===== src/design/stmbr_pkg.sv =====
// Purpose: Constants for the transmit-end, multiprocessor bit and bit rate block.
// Assumes: 8-bit register port, one 50 MHz clock.
// Notes: Offsets, bit positions, the status-flag, divisor, control and interrupt resets and per-bit tick counts are named here once.
package stmbr_pkg;
  // ==========================================================
  // Register offsets.
  localparam logic [3:0] OFS_STATUS = 4'h0;
  localparam logic [3:0] OFS_DIVISOR = 4'h1;
  localparam logic [3:0] OFS_CONTROL = 4'h2;
  localparam logic [3:0] OFS_TXDATA = 4'h3;
  localparam logic [3:0] OFS_IRQ_STATUS = 4'h4;
  localparam logic [3:0] OFS_IRQ_MASK = 4'h5;
  // ==========================================================
  // Status bit positions.
  localparam int ST_TX_MP = 0;
  localparam int ST_RX_MP = 1;
  localparam int ST_TX_END = 2;
  localparam int ST_TX_EMPTY = 7;
  // ==========================================================
  // Control bit positions.
  localparam int CT_TX_EN = 0;
  localparam int CT_RX_EN = 1;
  localparam int CT_MP_EN = 2;
  localparam int CT_SYNC = 3;
  localparam int CT_CKS_LO = 4;
  localparam int CT_CKS_HI = 5;
  // ==========================================================
  // Interrupt bit positions.
  localparam int IRQ_TX_END = 0;
  localparam int IRQ_RX_MP = 1;
  // ==========================================================
  // Reset values.
  localparam logic [7:0] RST_DIVISOR = 8'hff;
  localparam logic [7:0] RST_CONTROL = 8'h00;
  localparam logic [1:0] RST_IRQ = 2'h0;
  localparam logic RST_TX_END = 1'b1;
  localparam logic RST_TX_EMPTY = 1'b1;
  localparam logic RST_MP = 1'b0;
  // ==========================================================
  // Timing: clock-ticks per bit and example figures.
  localparam logic [5:0] ASYNC_TICKS_PER_BIT = 6'h3f;
  localparam logic [5:0] SYNC_TICKS_PER_BIT = 6'h07;
  localparam int CLK_MHZ = 50;
  localparam int EXAMPLE_OSC_MHZ = 10;
  localparam int EXAMPLE_DIVISOR = 15;
  localparam int EXAMPLE_RATE_BPS = 9600;
  localparam int EXAMPLE_CYCLES_PER_BIT = (EXAMPLE_OSC_MHZ * 1000000) / EXAMPLE_RATE_BPS;
  localparam int EXT_CLOCK_FACTOR = 16;
endpackage


===== src/design/stmbr_rate_gen.sv =====
// Purpose: Prescaler and bit rate divider.
// Assumes: Divisor may change at any time; takes effect at next reload.
// Notes: genTick spans 4^n*(N+1) clocks; bitTick one bit time.
module stmbr_rate_gen (
  // Clock and reset.
  input wire logic clk,
  input wire logic rst,
  // Settings.
  input wire logic [1:0] prescaleSel,
  input wire logic [7:0] divisor,
  input wire logic syncMode,
  // Ticks.
  output logic genTick,
  output logic bitTick
);
  logic [5:0] preCnt; // Free running prescaler.
  logic [7:0] divCnt; // Divider down counter.
  logic [5:0] bitCnt; // Generator ticks within one bit.
  logic preTick; // One cycle per selected prescaled clock.

  // Maps the select to a prescaler mask.
  function automatic logic [5:0] preMask(input logic [1:0] sel);
    case (sel)
      2'h0: preMask = 6'h00;
      2'h1: preMask = 6'h03;
      2'h2: preMask = 6'h0f;
      default: preMask = 6'h3f;
    endcase
  endfunction

  // Selected clock fires when masked prescaler bits are all ones.
  assign preTick = ((preCnt & preMask(prescaleSel)) == preMask(prescaleSel));

  // Prescaler counts every clock.
  always_ff @(posedge clk) begin
    if (rst) begin
      preCnt <= 6'h00;
    end else begin
      preCnt <= preCnt + 6'h01;
    end
  end

  // Divider reloads from the divisor after N+1 prescaled clocks.
  always_ff @(posedge clk) begin
    if (rst) begin
      divCnt <= 8'h00;
      genTick <= 1'b0;
    end else begin
      genTick <= 1'b0;
      if (preTick) begin
        if (divCnt == 8'h00) begin
          divCnt <= divisor;
          genTick <= 1'b1;
        end else begin
          divCnt <= divCnt - 8'h01;
        end
      end
    end
  end

  // Bit time is 64 generator ticks async, 8 sync.
  always_ff @(posedge clk) begin
    if (rst) begin
      bitCnt <= 6'h00;
      bitTick <= 1'b0;
    end else begin
      bitTick <= 1'b0;
      if (genTick) begin
        if (bitCnt >= (syncMode ? stmbr_pkg::SYNC_TICKS_PER_BIT : stmbr_pkg::ASYNC_TICKS_PER_BIT)) begin
          bitCnt <= 6'h00;
          bitTick <= 1'b1;
        end else begin
          bitCnt <= bitCnt + 6'h01;
        end
      end
    end
  end

  // Async bit time spans 64 generator ticks.
  // A tick that closes an async bit must follow the last of its 64 generator ticks.
  AST_ASYNC_BIT: assert property (@(posedge clk) disable iff (rst)
    (bitTick && !$past(syncMode)) |-> ($past(genTick) && $past(bitCnt) == stmbr_pkg::ASYNC_TICKS_PER_BIT))
    else $error("Async bit tick without a full count.");
endmodule


===== src/design/stmbr_top.sv =====
// Purpose: Transmit-end flag, multiprocessor bits and bit rate register.
// Assumes: Framing engine on the same clock gives one-cycle event pulses.
// Notes: Registers read back one cycle after the read strobe.
//
// Local design decisions: the placing of the registers and strobed register access.
module stmbr_top (
  // Clock and reset.
  input wire logic clk,
  input wire logic rst,
  // Register port.
  input wire logic [3:0] regAddr,
  input wire logic [7:0] regWrData,
  input wire logic regWr,
  input wire logic regRd,
  output logic [7:0] regRdData,
  // Framing engine events.
  input wire logic txLoad,
  input wire logic txLastBit,
  input wire logic rxMpValid,
  input wire logic rxMpBit,
  // Power mode.
  input wire logic lowPowerEntry,
  // Outputs to the framing engine.
  output logic [7:0] txHoldData,
  output logic txHoldWritten,
  output logic txMpBitOut,
  output logic txEnable,
  output logic rxEnable,
  output logic genTick,
  output logic bitTick,
  // Interrupt.
  output logic irq
);
  // ==========================================================
  // State.
  logic [7:0] bitRateDivisor; // Bit rate divisor.
  logic [7:0] control; // Enables, mode and prescale select.
  logic transmitEndFlag; // Transmission ended.
  logic transmitBufferEmptyFlag; // Holding register free.
  logic emptyReadArmed; // Empty flag was read as one.
  logic receivedMultiprocBit; // Last received multiprocessor bit.
  logic transmitMultiprocBit; // Multiprocessor bit to send.
  logic [1:0] irqStatus; // Sticky event bits.
  logic [1:0] irqMask; // Event enables.
  logic prevEnd; // Delayed end flag for edge detection.

  // ==========================================================
  // Decodes.
  logic wrStatus; // Status write.
  logic wrDivisor; // Divisor write.
  logic wrControl; // Control write.
  logic wrTxData; // Holding register write.
  logic wrIrqStatus; // Interrupt status write.
  logic wrIrqMask; // Interrupt mask write.
  logic emptyClear; // Software clears the empty flag.
  logic rxMpCapture; // Received bit is taken.
  logic endRise; // End flag went high.

  // Decodes a write or read strobe to one offset.
  function automatic logic hit(input logic [3:0] a, input logic [3:0] ofs, input logic s);
    hit = s && (a == ofs);
  endfunction

  assign wrStatus = hit(regAddr, stmbr_pkg::OFS_STATUS, regWr);
  assign wrDivisor = hit(regAddr, stmbr_pkg::OFS_DIVISOR, regWr);
  assign wrControl = hit(regAddr, stmbr_pkg::OFS_CONTROL, regWr);
  assign wrTxData = hit(regAddr, stmbr_pkg::OFS_TXDATA, regWr);
  assign wrIrqStatus = hit(regAddr, stmbr_pkg::OFS_IRQ_STATUS, regWr);
  assign wrIrqMask = hit(regAddr, stmbr_pkg::OFS_IRQ_MASK, regWr);

  // A zero written to the empty flag after it was read as one.
  assign emptyClear = wrStatus && emptyReadArmed && !regWrData[stmbr_pkg::ST_TX_EMPTY];

  // Received bit is taken only in async multiprocessor format with receive on.
  assign rxMpCapture = rxMpValid && control[stmbr_pkg::CT_RX_EN]
    && control[stmbr_pkg::CT_MP_EN] && !control[stmbr_pkg::CT_SYNC];

  assign txEnable = control[stmbr_pkg::CT_TX_EN];
  assign rxEnable = control[stmbr_pkg::CT_RX_EN];
  assign endRise = transmitEndFlag && !prevEnd;

  // ==========================================================
  // Divisor: software may touch it at any time.
  // Reset and low-power entry force it to all ones.
  always_ff @(posedge clk) begin
    if (rst) begin
      bitRateDivisor <= stmbr_pkg::RST_DIVISOR;
    end else if (lowPowerEntry) begin
      bitRateDivisor <= stmbr_pkg::RST_DIVISOR;
    end else if (wrDivisor) begin
      bitRateDivisor <= regWrData;
    end
  end

  // Control register.
  always_ff @(posedge clk) begin
    if (rst) begin
      control <= stmbr_pkg::RST_CONTROL;
    end else if (wrControl) begin
      control <= regWrData;
    end
  end

  // ==========================================================
  // Holding register data and its write pulse.
  always_ff @(posedge clk) begin
    if (rst) begin
      txHoldData <= 8'h00;
      txHoldWritten <= 1'b0;
    end else begin
      txHoldWritten <= wrTxData;
      if (wrTxData) begin
        txHoldData <= regWrData;
      end
    end
  end

  // ==========================================================
  // Empty flag: set wins over the clear.
  always_ff @(posedge clk) begin
    if (rst) begin
      transmitBufferEmptyFlag <= stmbr_pkg::RST_TX_EMPTY;
    end else if (!txEnable || txLoad) begin
      transmitBufferEmptyFlag <= 1'b1;
    end else if (emptyClear || wrTxData) begin
      transmitBufferEmptyFlag <= 1'b0;
    end
  end

  // Tracks a read of the status while the empty flag is one.
  always_ff @(posedge clk) begin
    if (rst) begin
      emptyReadArmed <= 1'b0;
    end else if (hit(regAddr, stmbr_pkg::OFS_STATUS, regRd) && transmitBufferEmptyFlag) begin
      emptyReadArmed <= 1'b1;
    end else if (emptyClear || !transmitBufferEmptyFlag) begin
      emptyReadArmed <= 1'b0;
    end
  end

  // ==========================================================
  // Transmit-end flag; a status write reaches it only through the empty-flag clear, which also clears it.
  always_ff @(posedge clk) begin
    if (rst) begin
      transmitEndFlag <= stmbr_pkg::RST_TX_END;
    end else if (!txEnable || (txLastBit && transmitBufferEmptyFlag)) begin
      transmitEndFlag <= 1'b1;
    end else if (emptyClear || wrTxData) begin
      transmitEndFlag <= 1'b0;
    end
  end

  // Delayed copy for the interrupt edge.
  always_ff @(posedge clk) begin
    if (rst) begin
      prevEnd <= stmbr_pkg::RST_TX_END;
    end else begin
      prevEnd <= transmitEndFlag;
    end
  end

  // ==========================================================
  // Received multiprocessor bit; holds when receive is off.
  always_ff @(posedge clk) begin
    if (rst) begin
      receivedMultiprocBit <= stmbr_pkg::RST_MP;
    end else if (rxMpCapture) begin
      receivedMultiprocBit <= rxMpBit;
    end
  end

  // Transmit multiprocessor bit is software writable.
  always_ff @(posedge clk) begin
    if (rst) begin
      transmitMultiprocBit <= stmbr_pkg::RST_MP;
    end else if (wrStatus) begin
      transmitMultiprocBit <= regWrData[stmbr_pkg::ST_TX_MP];
    end
  end

  // Bit sent only in async multiprocessor format with transmit on.
  always_ff @(posedge clk) begin
    if (rst) begin
      txMpBitOut <= 1'b0;
    end else begin
      txMpBitOut <= transmitMultiprocBit && txEnable && control[stmbr_pkg::CT_MP_EN]
        && !control[stmbr_pkg::CT_SYNC];
    end
  end

  // ==========================================================
  // Interrupts: sticky, write one to clear, set wins.
  always_ff @(posedge clk) begin
    if (rst) begin
      irqStatus <= stmbr_pkg::RST_IRQ;
    end else begin
      if (endRise) begin
        irqStatus[stmbr_pkg::IRQ_TX_END] <= 1'b1;
      end else if (wrIrqStatus && regWrData[stmbr_pkg::IRQ_TX_END]) begin
        irqStatus[stmbr_pkg::IRQ_TX_END] <= 1'b0;
      end
      if (rxMpCapture) begin
        irqStatus[stmbr_pkg::IRQ_RX_MP] <= 1'b1;
      end else if (wrIrqStatus && regWrData[stmbr_pkg::IRQ_RX_MP]) begin
        irqStatus[stmbr_pkg::IRQ_RX_MP] <= 1'b0;
      end
    end
  end

  // Interrupt mask.
  always_ff @(posedge clk) begin
    if (rst) begin
      irqMask <= stmbr_pkg::RST_IRQ;
    end else if (wrIrqMask) begin
      irqMask <= regWrData[1:0];
    end
  end

  // Level interrupt while any unmasked bit stands.
  assign irq = |(irqStatus & irqMask);

  // ==========================================================
  // Read data one cycle after the strobe, zero otherwise.
  always_ff @(posedge clk) begin
    if (rst) begin
      regRdData <= 8'h00;
    end else if (regRd) begin
      case (regAddr)
        stmbr_pkg::OFS_STATUS: regRdData <= {transmitBufferEmptyFlag, 4'h0, transmitEndFlag,
          receivedMultiprocBit, transmitMultiprocBit};
        stmbr_pkg::OFS_DIVISOR: regRdData <= bitRateDivisor;
        stmbr_pkg::OFS_CONTROL: regRdData <= control;
        stmbr_pkg::OFS_TXDATA: regRdData <= txHoldData;
        stmbr_pkg::OFS_IRQ_STATUS: regRdData <= {6'h00, irqStatus};
        stmbr_pkg::OFS_IRQ_MASK: regRdData <= {6'h00, irqMask};
        default: regRdData <= 8'h00;
      endcase
    end else begin
      regRdData <= 8'h00;
    end
  end

  // ==========================================================
  // Bit rate generator.
  stmbr_rate_gen u_gen (
    .clk(clk),
    .rst(rst),
    .prescaleSel(control[stmbr_pkg::CT_CKS_HI:stmbr_pkg::CT_CKS_LO]),
    .divisor(bitRateDivisor),
    .syncMode(control[stmbr_pkg::CT_SYNC]),
    .genTick(genTick),
    .bitTick(bitTick)
  );

  // ==========================================================
  // Checks.
  AST_END_RO: assert property (@(posedge clk) disable iff (rst)
    (wrStatus && !emptyClear && txEnable && !(txLastBit && transmitBufferEmptyFlag))
    |=> $stable(transmitEndFlag))
    else $error("End flag changed by a status write.");

  AST_END_CLR: assert property (@(posedge clk) disable iff (rst)
    (wrTxData && txEnable && !txLastBit) |=> !transmitEndFlag)
    else $error("End flag not cleared by data write.");

  AST_END_SET_TE: assert property (@(posedge clk) disable iff (rst)
    !txEnable |=> transmitEndFlag)
    else $error("End flag not set with transmit off.");

  AST_END_SET_LAST: assert property (@(posedge clk) disable iff (rst)
    (txLastBit && transmitBufferEmptyFlag) |=> transmitEndFlag)
    else $error("End flag not set after last bit.");

  AST_END_RESET: assert property (@(posedge clk)
    rst |=> transmitEndFlag)
    else $error("End flag reset value wrong.");

  AST_RXMP_CAP: assert property (@(posedge clk) disable iff (rst)
    rxMpCapture |=> (receivedMultiprocBit == $past(rxMpBit)))
    else $error("Received bit not captured.");

  AST_RXMP_HOLD: assert property (@(posedge clk) disable iff (rst)
    (!rxEnable && !lowPowerEntry) |=> $stable(receivedMultiprocBit))
    else $error("Received bit changed with receive off.");

  AST_TXMP_GATE: assert property (@(posedge clk) disable iff (rst)
    (control[stmbr_pkg::CT_SYNC] || !control[stmbr_pkg::CT_MP_EN] || !txEnable)
    |=> !txMpBitOut)
    else $error("Multiprocessor bit sent while ignored.");

  AST_DIV_WRITE: assert property (@(posedge clk) disable iff (rst)
    (wrDivisor && !lowPowerEntry) ##1 hit(regAddr, stmbr_pkg::OFS_DIVISOR, regRd) && !wrDivisor
    && !lowPowerEntry |=> (regRdData == $past(bitRateDivisor)))
    else $error("Divisor read back wrong.");

  AST_DIV_LOWPWR: assert property (@(posedge clk) disable iff (rst)
    lowPowerEntry |=> (bitRateDivisor == 8'hff))
    else $error("Divisor not forced on low power.");

  AST_RD_ONE: assert property (@(posedge clk) disable iff (rst)
    !regRd |=> (regRdData == 8'h00))
    else $error("Read data outside its cycle.");

  COV_END_SET: cover property (@(posedge clk) disable iff (rst)
    txLastBit && transmitBufferEmptyFlag && txEnable);
  COV_EMPTY_CLR: cover property (@(posedge clk) disable iff (rst) emptyClear);
  COV_RXMP: cover property (@(posedge clk) disable iff (rst) rxMpCapture && rxMpBit);
  COV_IRQ: cover property (@(posedge clk) disable iff (rst) irq);
endmodule


===== config.mk =====
export PLATFORM = sky130hd
export DESIGN_NAME = stmbr_top
export DESIGN_NICKNAME = d
export VERILOG_FILES = /design/src/design/stmbr_pkg.sv /design/src/design/stmbr_rate_gen.sv /design/src/design/stmbr_top.sv
export SDC_FILE = /design/constraint.sdc
export NUM_CORES = 1
export LEC_CHECK = 0
export ABC_AREA = 1
export BUFFER_PORTS_ARGS = -buffer_cell sky130_fd_sc_hd__buf_2
export CORE_ASPECT_RATIO = 1.5
export CORE_MARGIN = 5
export CORE_UTILIZATION = 57
export DETAILED_ROUTE_END_ITERATION = 16
export HOLD_SLACK_MARGIN = 0.06
export PLACE_DENSITY = 0.85
export REMOVE_ABC_BUFFERS = 1
export SLEW_MARGIN = 20
export SYNTH_ARGS = -nofsm -noshare
export SYNTH_HDL_FRONTEND = slang
export SYNTH_HIERARCHICAL = 1
export SYNTH_SLANG_ARGS = --single-unit

===== constraint.sdc =====
create_clock -name clk -period 1.45 [get_ports clk]
set_input_delay 0.435 -clock clk [delete_from_list [all_inputs] [get_ports clk]]
set_output_delay 0.435 -clock clk [all_outputs]
set_load 0.05 [all_outputs]

==> impl_metrics.py <==
metrics = {
    "outcome": {
        "status": "finished with violations",
        "violations": "negative setup slack",
    },
    "synthesis": {
        "async_reset_ff_frac": 0,
        "synth_top_area_cell": "dfxtp_1",
        "synth.most_common_cell": "nand2_1",
        "synthTopCellsByCount": "nand2_1 (118), dfxtp_1 (66), nand3_1 (62)",
        "synth-main-ff-cell": "dfxtp_1",
        "synth_cells": 444,
        "netlist_area_sq_um": 3170,
        "syn_area_per_cell_sq_um": 7.15,
        "synth_cell_types": 33,
        "synth_area_leaders": "dfxtp_1 (42%), nand2_1 (14%), nand3_1 (9.8%)",
        "ys_seq_area_frac": 0.416,
        "synth-seq-cells": 66,
        "yosys_warnings": 6,
        "synth_top_area_share": 0.416,
        "synth_edf_count": 0,
    },
    "cells_and_area": {
        "antennaDiodeCount": 0,
        "final_nets": 536,
        "utilization": 0.701,
        "layout-drive-gt1-share": 0.236,
        "final_cell_count_no_fill": 583,
        "area_delta_synth_final_pct": 20.4,
    },
    "clock_network": {
        "clockBufferDepth": 2,
        "clock-sinks": 66,
        "clk_latency_ns": 0.34,
        "root_buffer": "clkbuf_8",
        "numCtsBuffers": 9,
        "clk_pin_slew_ns": 0.07,
        "htree_num_levels": 3,
        "cts_tree": "built",
    },
    "die": {
        "fp.dieArea_sq_um": 7190,
        "num_io_pins": 44,
        "start_util": 0.582,
        "std_cell_rows": 33,
        "die_h_um": 101,
        "core_sq_um": 5450,
        "die_x_um": 70.9,
    },
    "grt": {
        "antenna_found_initial": 0,
        "first_global_vias": 3062,
        "grtUsageMet1": 0.246,
        "grt_use_total": 0.230,
        "grt_pass1_wl_um": 13200,
        "top_usage_layer": "met2",
        "use_met3": 0.0566,
        "grt_max_degree": 18,
        "met2_usage": 0.406,
        "grt-ovfl-total": 0,
    },
    "placement": {
        "gp_congestion": 0.880,
        "pre_cts_ws_ns": -0.0751,
        "dp_cells": 565,
        "dpl.hpwl_um": 5550,
        "io_buffers": 43,
    },
    "critical_path": {
        "crit_fanout": 2,
        "required_ns": 1.02,
        "cp_data_arrival_time_ns": 1.03,
        "critPathKind": "register to output pin",
        "path_cells": "a22o_1 > buf_6",
        "slowest_stage": "dfxtp_2",
        "crit_path_start_kind": "register",
        "end_kind": "output pin",
        "slowest_delay_ns": 0.32,
    },
    "power_and_ir_drop": {
        "p_leak_nw": 1.85,
        "irDropWorstVdd_mv": 1.13,
        "powerDensity_nw_per_um2": 1350,
    },
    "timing": {
        "hold_viol": 0,
        "max_freq_mhz": 680,
        "rsz0062_at_grt": "true",
        "tightest_slew_ns": 0.429,
        "setup_viol": 1,
        "maxSlewHeadroom": 0.714,
        "holdWs_ns": 0.288,
        "clock_skew_ns": 0.00622,
        "min_period_ns": 1.47,
        "setup_ws_ns": -0.0199,
        "min_period_over_period": 1.01,
        "tns_ns": -0.0199,
        "drv_slew": 0,
    },
    "routing": {
        "drt_iter0_drc": 135,
        "wire_per_inst_um": 12.9,
        "routed_via_density": 5.25,
        "via_count": 3063,
        "drt-total-wl_um": 7500,
        "drc": 0,
        "ant_nets": 0,
        "drtPass1Iterations": 5,
    },
    "worst_hold_path": {
        "hold_path.class": "input port to register",
    },
    "run": {
        "drv_cap": 0,
    },
}
==> layout by cell type, fill, tap and decap left out, types with 2 or more instances in the layout <==
| cell | netlist | routed |
|---|---|---|
| nand2_1 | 118 | 117 |
| nand3_1 | 62 | 62 |
| dfxtp_1 | 66 | 61 |
| nor2_1 | 43 | 43 |
| inv_1 | 41 | 39 |
| buf_2 | 4 | 34 |
| a21oi_1 | 31 | 31 |
| buf_4 | 1 | 27 |
| inv_2 | 10 | 12 |
| clkbuf_8 | 0 | 10 |
| o21ai_0 | 7 | 7 |
| ha_1 | 7 | 7 |
| nor2_2 | 5 | 5 |
| o21ai_1 | 5 | 5 |
| dfxtp_2 | 0 | 5 |
| clkbuf_4 | 0 | 5 |
| nor2_4 | 4 | 4 |
| nand2_2 | 3 | 4 |
| o211ai_1 | 3 | 3 |
| nand4_1 | 3 | 3 |
| nor3_1 | 3 | 3 |
| xor2_1 | 3 | 3 |
| bufinv_16 | 0 | 2 |
| clkinv_2 | 0 | 2 |
| nor2_8 | 2 | 2 |
| o21ai_2 | 2 | 2 |
| xnor2_1 | 2 | 2 |
==> metal layers <==
metal,part of all wire,vias up
li1,-,1547
met1,0.38,1388
met2,0.52,95
met3,0.049,33
met4,0.047,0
met5,0,-
==> power breakdown <==
part           switching [mW]  internal [mW]  leakage [nW]  total [mW]
clock network           0.674           1.01         0.109        1.68
registers               0.106           1.94         0.538        2.05
logic                   0.911          0.533          1.21        1.44
==> kinds of logic (layout without fill, tap and decap cells) <==
logic type | Yosys count | after routing | synth area share
multiplexers | 1 | 1 | 0.00315
XOR/XNOR | 5 | 5 | 0.0138
AND/OR/NAND/NOR | 248 | 248 | 0.358
AO/OA/AOI/OAI | 51 | 51 | 0.0883
flip-flops | 66 | 66 | 0.416
buffers and inverters | 66 | 135 | 0.0926
adder cells (fa/ha/maj) | 7 | 7 | 0.0276
==> sequential cells by signal (all words and copies together) (netlist names) <==
register / count
irqMask: 2
u_gen/bitTick: 1
prevEnd: 1
u_gen/preCnt: 6
u_gen/divCnt: 8
emptyReadArmed: 1
regRdData: 8
u_gen/genTick: 1
transmitEndFlag: 1
receivedMultiprocBit: 1
txHoldData: 8
u_gen/bitCnt: 6
transmitMultiprocBit: 1
txMpBitOut: 1
control: 8
txHoldWritten: 1
irqStatus: 2
bitRateDivisor: 8
transmitBufferEmptyFlag: 1
==> stage by stage <==
step	area, sq um	power (mW)
2_1_floorplan	3080	3.11
3_3_place_gp	3540	3.41
3_5_place_dp	3540	3.46
4_1_cts	3790	5.15
5_1_grt	3820	5.52
6_report	3820	5.17
==> critical path: cells and delay by family (launching register included) <==
kind                   cells  cell delay [ns]
AO/OA/AOI/OAI              1             0.23
buffers and inverters      1             0.15
flip-flops                 1             0.32
==> area by class of cell <==
| class | count | area, sq um |
|---|---|---|
| clock buffer | 11 | 141 |
| clock inverter | 5 | 77.6 |
| fill | 443 | 1630 |
| inverter | 52 | 195 |
| multi-input combinational | 312 | 1570 |
| sequential | 66 | 1330 |
| tap | 70 | 87.6 |
| timing repair buffer | 67 | 422 |
==> worst paths after layout <==
kind	cells past startpoint	slack (ns)	endpoint	startpoint
hold reg to reg	1	0.46	u_gen/preCnt[0]	u_gen/preCnt[0]
setup / recovery	2	-0.02	irq	irqMask[1]
hold / removal	3	0.29	transmitBufferEmptyFlag	txLoad
setup reg to reg	8	0.12	u_gen/bitCnt[5]	control[3]
==> timing repair <==
item                                    in CTS  in global routing
setup buffers                                2                  0
hold endpoints to repair                     0                  0
pin swaps                                    1                  0
endpoints found under the setup margin       3                 15
hold buffers                                 0                  0
resized for setup                            7                 13
(Power assumes the default switching activity.)
